--- src/include/pra_pkg.sv ---
/*
 * constants, register map and types shared by the preset recall / alarm port.
 * assumes a single 250 MHz clock domain and a 32-bit AXI4-Lite register bus.
 */
package pra_pkg;

    // register byte offsets
    localparam logic [7:0] PRA_OFS_CTRL = 8'h00;
    localparam logic [7:0] PRA_OFS_ALARM = 8'h04;
    localparam logic [7:0] PRA_OFS_PRESET = 8'h08;
    localparam logic [7:0] PRA_OFS_IRQ_STAT = 8'h0C;
    localparam logic [7:0] PRA_OFS_IRQ_MASK = 8'h10;

    // control fields
    localparam int PRA_CTRL_MODE_BIT = 0;
    localparam int PRA_CTRL_ALEN_BIT = 1;
    localparam int PRA_CTRL_ARST_BIT = 2;
    localparam int PRA_CTRL_VIEW_BIT = 3;
    localparam logic PRA_CTRL_MODE_RST = 1'b0;
    localparam logic PRA_CTRL_ALEN_RST = 1'b0;

    // alarm and preset register fields
    localparam int PRA_ALARM_SNAP_LSB = 4;
    localparam int PRA_PRESET_BUSY_BIT = 8;

    // interrupt fields
    localparam int PRA_IRQ_RECALL_BIT = 0;
    localparam int PRA_IRQ_ALARM_BIT = 1;
    localparam logic [1:0] PRA_IRQ_MASK_RST = 2'h0;

    // alarm status codes
    localparam logic [2:0] PRA_ALM_NONE = 3'h0;
    localparam logic [2:0] PRA_ALM_NEAR = 3'h1;
    localparam logic [2:0] PRA_ALM_UNLOCK = 3'h2;
    localparam logic [2:0] PRA_ALM_NO_REF = 3'h3;
    localparam logic [2:0] PRA_ALM_FAN = 3'h4;

    // preset selection
    localparam logic [2:0] PRA_SEL_IDLE = 3'h0;

    // timing
    localparam int PRA_CLK_FREQ_MHZ = 250;
    localparam int PRA_RECALL_DELAY_MS = 500;
    localparam int PRA_RECALL_CYCLES = PRA_RECALL_DELAY_MS * 1000 * PRA_CLK_FREQ_MHZ;

    // bus responses
    localparam logic [1:0] PRA_RESP_OKAY = 2'h0;
    localparam logic [1:0] PRA_RESP_SLVERR = 2'h2;

    typedef struct packed {
        logic fan_stop;
        logic no_ref;
        logic unlock;
        logic near_unlock;
    } pra_fault_t;

    typedef enum logic {
        PRA_RC_IDLE,
        PRA_RC_WAIT
    } pra_rc_state_t;

endpackage

--- src/core/pra_port.sv ---
/*
 * preset recall and alarm contact port with an AXI4-Lite register file.
 * assumes fault inputs come from logic on aclk; contact pins are asynchronous
 * and pulled high outside; the alarm pin is open drain, resolved outside.
 */
// Overview of operation
// - port works only in contact mode; network access is blocked meanwhile.
// - three lines give preset number, low is one, first line is msb.
// - inputs active low; a high-to-low change of selection triggers recall.
// - recalled preset is applied about half a second after recognition.
// - fan stop, missing, unlocked or drifting reference raise an alarm.
// - alarm line idles high and goes low while an alarm is present.
// - alarm line enable setting; when disabled the line stays inactive.
// - alarm status stays latched after its cause goes away until reset.
// - alarm reset clears status; a still present cause sets it again.
// - status reported as none, near unlock, unlock, no reference, fan.
// - status snapshot taken when the view opens, refreshed on reopening.
`timescale 1ns/1ps

module pra_port
    import pra_pkg::*;
#(
    parameter int RECALL_CYCLES_P = PRA_RECALL_CYCLES
) (
    // clock and reset
    input wire logic aclk,
    input wire logic aresetn,
    // axi4-lite write address and data
    input wire logic [7:0] s_axi_awaddr,
    input wire logic s_axi_awvalid,
    output logic s_axi_awready,
    input wire logic [31:0] s_axi_wdata,
    input wire logic [3:0] s_axi_wstrb,
    input wire logic s_axi_wvalid,
    output logic s_axi_wready,
    // axi4-lite write response
    output logic [1:0] s_axi_bresp,
    output logic s_axi_bvalid,
    input wire logic s_axi_bready,
    // axi4-lite read
    input wire logic [7:0] s_axi_araddr,
    input wire logic s_axi_arvalid,
    output logic s_axi_arready,
    output logic [31:0] s_axi_rdata,
    output logic [1:0] s_axi_rresp,
    output logic s_axi_rvalid,
    input wire logic s_axi_rready,
    // contact pins
    input wire logic [2:0] contact_sel_n,
    output logic alarm_line_o,
    output logic alarm_line_oe,
    // instrument side
    input wire pra_fault_t fault_i,
    output logic net_enable,
    output logic recall_stb,
    output logic [2:0] recall_num,
    output logic irq
);

    ////////////////////////////////////////////////////////////////////////////
    // bus channel state
    logic [7:0] aw_addr_r;
    logic [31:0] w_data_r;
    logic [3:0] w_strb_r;
    logic aw_full_r, w_full_r;
    logic bvalid_r, rvalid_r;
    logic [1:0] bresp_r, rresp_r;
    logic [31:0] rdata_r;

    // software settings
    logic remote_contact_port_r;
    logic alarm_line_enable_r;
    logic view_open_r;
    logic [1:0] irq_mask_r;
    logic [1:0] irq_stat_r;

    // alarm and recall state
    pra_fault_t alarm_lat_r;
    logic [2:0] snap_r;
    logic [2:0] sel_m1_r, sel_m2_r, sel_m3_r;
    logic [2:0] sel_stable_r;
    logic [2:0] pend_num_r;
    logic [31:0] dly_cnt_r;
    pra_rc_state_t rc_state_r;
    logic recall_stb_r;
    logic [2:0] recall_num_r;
    logic alarm_oe_r, net_enable_r, irq_r;

    ////////////////////////////////////////////////////////////////////////////
    // write decode
    wire wr_go = aw_full_r && w_full_r && !bvalid_r;
    wire wr_lo = w_strb_r[0];
    wire wr_ctrl = wr_go && aw_addr_r == PRA_OFS_CTRL;
    wire wr_mask = wr_go && aw_addr_r == PRA_OFS_IRQ_MASK;
    wire wr_ok = aw_addr_r == PRA_OFS_CTRL || aw_addr_r == PRA_OFS_IRQ_MASK ||
                 aw_addr_r == PRA_OFS_ALARM || aw_addr_r == PRA_OFS_PRESET ||
                 aw_addr_r == PRA_OFS_IRQ_STAT;
    wire alarm_clr = wr_ctrl && wr_lo && w_data_r[PRA_CTRL_ARST_BIT];
    wire view_nxt = (wr_ctrl && wr_lo) ? w_data_r[PRA_CTRL_VIEW_BIT] : view_open_r;
    wire view_rise = view_nxt && !view_open_r;

    // read decode
    wire rd_go = s_axi_arvalid && s_axi_arready;
    wire rd_stat = rd_go && s_axi_araddr == PRA_OFS_IRQ_STAT;
    logic [31:0] rd_mux;
    logic rd_ok;
    always_comb begin
        rd_mux = 32'h0000_0000;
        rd_ok = 1'b1;
        case (s_axi_araddr)
            PRA_OFS_CTRL: begin
                rd_mux[PRA_CTRL_MODE_BIT] = remote_contact_port_r;
                rd_mux[PRA_CTRL_ALEN_BIT] = alarm_line_enable_r;
                rd_mux[PRA_CTRL_VIEW_BIT] = view_open_r;
            end
            PRA_OFS_ALARM: begin
                rd_mux[3:0] = alarm_lat_r;
                rd_mux[PRA_ALARM_SNAP_LSB +: 3] = snap_r;
            end
            PRA_OFS_PRESET: begin
                rd_mux[2:0] = recall_num_r;
                rd_mux[PRA_PRESET_BUSY_BIT] = rc_state_r == PRA_RC_WAIT;
            end
            PRA_OFS_IRQ_STAT: rd_mux[1:0] = irq_stat_r;
            PRA_OFS_IRQ_MASK: rd_mux[1:0] = irq_mask_r;
            default: rd_ok = 1'b0;
        endcase
    end

    ////////////////////////////////////////////////////////////////////////////
    // axi4-lite write channels, taken in either order
    always_ff @(posedge aclk) begin
        if (!aresetn) begin
            aw_full_r <= 1'b0;
            w_full_r <= 1'b0;
            aw_addr_r <= 8'h00;
            w_data_r <= 32'h0000_0000;
            w_strb_r <= 4'h0;
            bvalid_r <= 1'b0;
            bresp_r <= PRA_RESP_OKAY;
        end else begin
            if (s_axi_awvalid && s_axi_awready) begin
                aw_full_r <= 1'b1;
                aw_addr_r <= s_axi_awaddr;
            end
            if (s_axi_wvalid && s_axi_wready) begin
                w_full_r <= 1'b1;
                w_data_r <= s_axi_wdata;
                w_strb_r <= s_axi_wstrb;
            end
            if (wr_go) begin
                bvalid_r <= 1'b1;
                bresp_r <= wr_ok ? PRA_RESP_OKAY : PRA_RESP_SLVERR;
            end else if (bvalid_r && s_axi_bready) begin
                bvalid_r <= 1'b0;
                aw_full_r <= 1'b0;
                w_full_r <= 1'b0;
            end
        end
    end

    // ready flops drop once the item is held, rise after the response
    logic awready_r, wready_r, arready_r;
    always_ff @(posedge aclk) begin
        if (!aresetn) begin
            awready_r <= 1'b0;
            wready_r <= 1'b0;
        end else begin
            awready_r <= !bvalid_r && !aw_full_r && !(s_axi_awvalid && awready_r);
            wready_r <= !bvalid_r && !w_full_r && !(s_axi_wvalid && wready_r);
        end
    end

    // axi4-lite read channel
    always_ff @(posedge aclk) begin
        if (!aresetn) begin
            arready_r <= 1'b0;
            rvalid_r <= 1'b0;
            rdata_r <= 32'h0000_0000;
            rresp_r <= PRA_RESP_OKAY;
        end else if (rd_go) begin
            arready_r <= 1'b0;
            rvalid_r <= 1'b1;
            rdata_r <= rd_mux;
            rresp_r <= rd_ok ? PRA_RESP_OKAY : PRA_RESP_SLVERR;
        end else if (rvalid_r && s_axi_rready) begin
            rvalid_r <= 1'b0;
            arready_r <= 1'b1;
        end else begin
            arready_r <= !rvalid_r;
        end
    end

    ////////////////////////////////////////////////////////////////////////////
    // settings registers
    always_ff @(posedge aclk) begin
        if (!aresetn) begin
            remote_contact_port_r <= PRA_CTRL_MODE_RST;
            alarm_line_enable_r <= PRA_CTRL_ALEN_RST;
            view_open_r <= 1'b0;
            irq_mask_r <= PRA_IRQ_MASK_RST;
        end else begin
            view_open_r <= view_nxt;
            if (wr_ctrl && wr_lo) begin
                remote_contact_port_r <= w_data_r[PRA_CTRL_MODE_BIT];
                alarm_line_enable_r <= w_data_r[PRA_CTRL_ALEN_BIT];
            end
            if (wr_mask && wr_lo) begin
                irq_mask_r <= w_data_r[1:0];
            end
        end
    end

    ////////////////////////////////////////////////////////////////////////////
    // alarm latch: a present cause beats a reset in the same cycle
    wire pra_fault_t alarm_lat_nxt = (alarm_clr ? 4'h0 : alarm_lat_r) | fault_i;
    wire alarm_new = |(fault_i & ~alarm_lat_r);

    // reported code, most severe cause first
    wire [2:0] alarm_code = alarm_lat_r.fan_stop ? PRA_ALM_FAN :
                            alarm_lat_r.no_ref ? PRA_ALM_NO_REF :
                            alarm_lat_r.unlock ? PRA_ALM_UNLOCK :
                            alarm_lat_r.near_unlock ? PRA_ALM_NEAR : PRA_ALM_NONE;
    always_ff @(posedge aclk) begin
        if (!aresetn) begin
            alarm_lat_r <= 4'h0;
            snap_r <= PRA_ALM_NONE;
            alarm_oe_r <= 1'b0;
            net_enable_r <= 1'b0;
        end else begin
            alarm_lat_r <= alarm_lat_nxt;
            if (view_rise) begin
                snap_r <= alarm_code;
            end
            // open drain: pulling low is driving
            alarm_oe_r <= remote_contact_port_r && alarm_line_enable_r &&
                          (|alarm_lat_r);
            net_enable_r <= !remote_contact_port_r;
        end
    end

    ////////////////////////////////////////////////////////////////////////////
    // contact input synchroniser and selection tracking
    wire sel_agree = sel_m2_r == sel_m3_r;
    wire [2:0] sel_code = ~sel_m3_r;
    wire recall_start = remote_contact_port_r && sel_agree &&
                        sel_code != sel_stable_r && sel_code != PRA_SEL_IDLE;
    wire dly_done = dly_cnt_r == 32'(RECALL_CYCLES_P - 1);

    always_ff @(posedge aclk) begin
        if (!aresetn) begin
            sel_m1_r <= 3'h7;
            sel_m2_r <= 3'h7;
            sel_m3_r <= 3'h7;
            sel_stable_r <= PRA_SEL_IDLE;
        end else begin
            sel_m1_r <= contact_sel_n;
            sel_m2_r <= sel_m1_r;
            sel_m3_r <= sel_m2_r;
            if (sel_agree) begin
                sel_stable_r <= sel_code;
            end
        end
    end

    // recall delay; a newer combination restarts the wait
    always_ff @(posedge aclk) begin
        if (!aresetn) begin
            rc_state_r <= PRA_RC_IDLE;
            dly_cnt_r <= 32'h0000_0000;
            pend_num_r <= PRA_SEL_IDLE;
            recall_stb_r <= 1'b0;
            recall_num_r <= PRA_SEL_IDLE;
        end else begin
            recall_stb_r <= 1'b0;
            if (recall_start) begin
                rc_state_r <= PRA_RC_WAIT;
                dly_cnt_r <= 32'h0000_0000;
                pend_num_r <= sel_code;
            end else begin
                case (rc_state_r)
                    PRA_RC_IDLE: dly_cnt_r <= 32'h0000_0000;
                    PRA_RC_WAIT: begin
                        if (!remote_contact_port_r) begin
                            rc_state_r <= PRA_RC_IDLE;
                        end else if (dly_done) begin
                            rc_state_r <= PRA_RC_IDLE;
                            recall_stb_r <= 1'b1;
                            recall_num_r <= pend_num_r;
                        end else begin
                            dly_cnt_r <= dly_cnt_r + 32'h0000_0001;
                        end
                    end
                    default: rc_state_r <= PRA_RC_IDLE;
                endcase
            end
        end
    end

    ////////////////////////////////////////////////////////////////////////////
    // interrupt status, cleared by reading; new events win over the clear
    wire [1:0] irq_ev = {alarm_new, recall_stb_r};
    wire [1:0] irq_stat_nxt = (rd_stat ? 2'h0 : irq_stat_r) | irq_ev;
    always_ff @(posedge aclk) begin
        if (!aresetn) begin
            irq_stat_r <= 2'h0;
            irq_r <= 1'b0;
        end else begin
            irq_stat_r <= irq_stat_nxt;
            irq_r <= |(irq_stat_nxt & irq_mask_r);
        end
    end

    ////////////////////////////////////////////////////////////////////////////
    // outputs
    assign s_axi_awready = awready_r;
    assign s_axi_wready = wready_r;
    assign s_axi_bvalid = bvalid_r;
    assign s_axi_bresp = bresp_r;
    assign s_axi_arready = arready_r;
    assign s_axi_rvalid = rvalid_r;
    assign s_axi_rdata = rdata_r;
    assign s_axi_rresp = rresp_r;
    assign alarm_line_o = 1'b0;
    assign alarm_line_oe = alarm_oe_r;
    assign net_enable = net_enable_r;
    assign recall_stb = recall_stb_r;
    assign recall_num = recall_num_r;
    assign irq = irq_r;

    ////////////////////////////////////////////////////////////////////////////
    // checks
    logic [31:0] ast_wait_r;
    always_ff @(posedge aclk) begin
        if (!aresetn || recall_start) begin
            ast_wait_r <= 32'h0000_0000;
        end else if (rc_state_r == PRA_RC_WAIT) begin
            ast_wait_r <= ast_wait_r + 32'h0000_0001;
        end
    end
endmodule

--- config.mk ---
export PLATFORM = sky130hd
export DESIGN_NAME = pra_port
export DESIGN_NICKNAME = d
export VERILOG_FILES = /design/src/include/pra_pkg.sv /design/src/core/pra_port.sv
export SDC_FILE = /design/constraint.sdc
export NUM_CORES = 1
export LEC_CHECK = 0
export ABC_AREA = 1
export CAP_MARGIN = 20
export CORE_ASPECT_RATIO = 0.6
export CORE_MARGIN = 2
export CORE_UTILIZATION = 63
export CTS_CLUSTER_DIAMETER = 30
export DETAILED_ROUTE_END_ITERATION = 8
export DONT_BUFFER_PORTS = 1
export PLACE_DENSITY = 0.75
export SYNTH_ARGS = -nofsm -noshare
export SYNTH_HDL_FRONTEND = slang
export SYNTH_SLANG_ARGS = --single-unit
export TNS_END_PERCENT = 1
--- constraint.sdc ---
create_clock -name aclk -period 1.9 [get_ports aclk]
set_input_delay 0.19 -clock aclk [delete_from_list [all_inputs] [get_ports aclk]]
set_output_delay 0.19 -clock aclk [all_outputs]
set_load 0.03 [all_outputs]
# Word level (Yosys, flattened, before mapping)
# Index checks and enable logic that the tools add are counted.
# word_totals
regBits	101
input_bits	66
output_inout_bits	49
wordCells	142
# op_classes
n_addsub	1
eq_ne	13
n_mux	34
bitwise_logic	10
reduce_logical	49
# op_table
cell	count
32-bit two-way mux	2
32-bit one-hot mux with 2 select lines	1
32-bit by 1-bit adder with 32-bit output (second input constant)	1
32-bit by 27-bit == test with 1-bit output (second input constant)	1
8-bit by 4-bit == test with 1-bit output (second input constant)	4
1-bit logical AND	23
1-bit two-way mux	20
8-bit by 3-bit == test with 1-bit output (second input constant)	2
8-bit by 5-bit == test with 1-bit output (second input constant)	2
8-bit logical NOT	2
4-bit OR reduction	3
2-bit two-way mux	5
2-bit one-hot mux with 5 select lines	1
1-bit logical NOT	8
3-bit two-way mux	2
2-bit OR reduction	3
5-bit OR reduction	1
4-bit AND	1
1-bit logical OR	4
4-bit two-way mux	1
2-bit != test (second input constant)	2
1-bit inverter	4
4-bit inverter	1
4-bit bitwise OR	1
10 further kinds	12

# Logic depth before layout (Yosys ltp)
# logic_depth
depth_word	7
mapped_depth	12
ltp_nobuf	12

# Worst setup path before layout
# No wires, ideal clock.
# synth_timing
kind	register to register
from	reg dly_cnt_r[0]
to	reg dly_cnt_r[27]
setup_ns	0.115
arrival_ns	1.435
t_required_ns	1.785
slack_ns	0.350
stages_incl_launch_ff	12
path_buffers	1
synth_period_minus_slack_ns	1.550
cell_sequence	dfxtp_1 -> ha_1 -> inv_1 -> nor2_4 -> nand3_2 -> nor2_2 -> nand2_2 -> nand2_4 -> inv_1 -> buf_2 -> a21oi_1 -> nor2_1
# synth_between
elab_chain_len	4
word_cells_on_any_way	7
cone_classes	add/sub (1); eq/ne (2); mux (3); reduce/logical (1)
# synth_rtl
item	line	text
start: declaration	pra_port.sv:83	logic [31:0] dly_cnt_r;
start signal: assignment	pra_port.sv:291	dly_cnt_r <= dly_cnt_r + 32'h0000_0001;
32-bit by 1-bit adder with 32-bit output	pra_port.sv:291	
32-bit two-way mux	pra_port.sv:286	end else if (dly_done) begin
32-bit two-way mux	pra_port.sv:284	if (!remote_contact_port_r) begin
32-bit one-hot mux with 2 select lines	pra_port.sv:281	case (rc_state_r)
# Parallel ways exist; a longest one is shown, timed or not. The select of a mux whose other input is x is not followed.
# A chain may end at the register's enable or synchronous reset.

# Worst setup path after layout
# layout_timing
from	reg dly_cnt_r[1]
to	reg dly_cnt_r[27]
# The elaborated chain is that of the path after synthesis.

==> flow_summary.ini <==
[status]
outcome = finished, final reports clean

[final_layout]
syn_to_final_growth_pct = 9.69
nNetsFinal = 799
drive_above_1_share_pct = 7.87
fillerInstances = 614
layout_common_cells = nand2_1, nor2_1, dfxtp_1
stdcell_area_um2 = 5340
insertedDiodeCount = 0
layout_commonest_cell = nand2_1

[synth]
synth_top_family_by_area = simple AND/OR/NAND/NOR gates
synthArstFlopShare_pct = 0
synthTopCellsByArea = dfxtp_1, nand2_1, nor2_1, inv_1, a21oi_1
syn-cell-area_um2 = 4870
synth_seq_area_share_pct = 40.7
synth-seq-cells = 99
syn_area_per_cell_um2 = 6.75
muxShareOfSynthArea_pct = 0
ys_warn_count = 0
synth_fa_ha_area_share_pct = 0.257
yosys.area.top_type_share_pct = 40.7
ys_types = 36
synth_compound_area_share_pct = 11.2
syn_inst = 721
synth_ff_type = dfxtp_1
synth_edf_count = 0
synth-xor-area-share_pct = 0.540
netlist.top_cell.by_area = dfxtp_1
synthSimpleGateAreaFrac_pct = 33.8

[sta]
tns_ns = 0
fin_crit_ns = 1.81
worst_pin_slew_ns = 0.949
timing.fmax_ghz = 0.552
hold_viol = 0
post-route-period-util_pct = 95.3
finalSetupViolCount = 0
grt_setup_unrepaired = true
skew_ns = 0.00630
max_slew_margin_pct = 36.5
drv_slew = 0

[placement]
dp_hpwl_um = 8050
gp_congestion = 0.900
placed_area_um2 = 4870
port-buffer-count = 0

[cts]
cts.reportedPaths.clkPinSlew_ns = 0.07
clock_sinks = 99
clock_path_buffers = 2
cts_tree = built
htreeDepth = 3
cts_buffers = 9
insertion_delay_ns = 0.34
cts_root_buf = clkbuf_16

[global_route]
first_global_vias = 3872
grt_max_degree = 30
grt_pass1_wl_um = 18400
antenna_found_initial = 0
grt_usage_pct = 26.9
grt-ovfl-total = 0

[worst_setup_path]
critical_path_class = reg2reg
r2r-start = dly_cnt_r[1]
cp-end-kind = flop
start_kind = flop
crit_start = dly_cnt_r[1]
cp_max_fo = 14
worstPathArrival_ns = 2.05
critPathRequiredTime_ns = 2.14

[power]
power.density_nw_per_um2 = 884
irDropWorstVdd_mv = 0.808
p_leak_nw = 2.20

[floorplanning]
io_pins = 115
die-area_um2 = 8470
initial_utilization_pct = 65.9
fp.dieH_um = 72.1
std_cell_rows = 24
core_um2 = 7390
die_w_um = 117

[route]
drcViolationCount = 0
routedWlPerCell_um = 13.5
drtAntennaViolNets = 0
num_vias = 4514
viasPerCell = 5.37
routed_wirelength_um = 11400
detail_route.iter0.violations = 455
drt-pass1-iter-count = 5

[worst_hold_path]
hp-class = in2reg
worstHoldStart = aresetn

[run]
maxCapViolations = 0
[synthesized netlist by cell type, types with 2 or more instances]
master / n
nand2_1: 153
nor2_1: 132
dfxtp_1: 99
inv_1: 87
a21oi_1: 44
o21ai_0: 42
nand3_1: 39
buf_4: 27
nor3_1: 16
nand4_1: 11
clkbuf_1: 8
o21bai_1: 8
nor3b_1: 7
or2_2: 7
nor2_2: 6
buf_2: 4
nand2_2: 4
buf_8: 3
buf_6: 2
inv_2: 2
nand3b_1: 2
o211ai_1: 2
o22ai_1: 2
xor2_1: 2
[worst paths after layout]
path / slack [ns] / to / cells after the start
worst max-delay path: 0.09 / dly_cnt_r[27] / 11
worst min-delay path: 0.006 / irq_mask_r[1] / 2
worst max register to register: 0.09 / dly_cnt_r[27] / 11
worst min register to register: 0.42 / sel_m2_r[1] / 1
[critical path, cell delays in order (launching register included)]
cell,delay (ns)
dfxtp_1,0.40
ha_1,0.22
inv_1,0.11
nor2_4,0.14
nand3_2,0.07
nor2_2,0.11
nand2_2,0.09
nand2_4,0.11
clkinvlp_4,0.11
buf_12,0.16
a21oi_1,0.13
nor2_1,0.06
[layer usage]
layer | global-route usage (%) | share of wire, % | vias to the layer above
li1 | - | - | 2251
met1 | 39.1 | 49 | 2039
met2 | 40.9 | 41 | 215
met3 | 6.68 | 9.1 | 9
met4 | 5.62 | 0.52 | 0
met5 | 0 | 0 | -
[timing repair]
item | 4_1_cts | 5_1_grt
hold buffers | 4 | 0
endpoints found under the setup margin | 0 | 22
gates resized for setup | 0 | 11
endpoints found under the hold margin | 32 | 0
buffers inserted | 0 | 1
[through the flow]
stage,worst slack (ns),std cells,utilization [%],hold WS [ns],total power (W)
finish,0.0900,841,72.3,0.00590,0.00472
global route,-0.0196,841,72.3,0.00421,0.00485
CTS,0.0411,840,71.4,0.000698,0.00473
detailed placement,0.126,820,66.0,0.271,0.00254
global placement,0.191,820,66.0,0.264,0.00252
floorplan,0.350,747,-,0.297,0.00253
[power by group]
part | switching [W] | internal, W
Clock | 0.000787 | 0.00142
Sequential | 0.0000822 | 0.00214
Combinational | 0.000211 | 0.0000755
Total | 0.00108 | 0.00364
[cell families (layout without fill, tap and decap cells)]
family                     count (synthesis)  after routing
buffers and inverters                    133            123
and+or+nand+nor                          383            383
AOI/OAI and AO/OA                        101            101
DFF                                       99             99
other                                      1             27
adders and majority gates                  1              1
xor gates and xnor gates                   3              3
[sequential cells by signal, indices dropped and copies added, names as in the netlist, 2 cells and up]
register / count
sel_m3_r: 3
s_axi_rdata: 8
sel_m1_r: 3
sel_stable_r: 3
snap_r: 3
dly_cnt_r: 32
pend_num_r: 3
alarm_lat_r: 4
irq_mask_r: 2
w_data_r: 4
recall_num: 3
irq_stat_r: 2
aw_addr_r: 8
sel_m2_r: 3
[final cells by class]
| type | count | area (um2) | share of cell area, % |
|---|---|---|---|
| inverters | 89 | 338 | 6.33 |
| multi-input cells | 515 | 2360 | 44.1 |
| clock inverters | 7 | 139 | 2.60 |
| well taps | 104 | 130 | 2.44 |
| flip-flops and latches | 99 | 1980 | 37.1 |
| repair buffers | 18 | 169 | 3.16 |
| clock buffers | 9 | 225 | 4.22 |
Power figures use the tool's default switching activity.
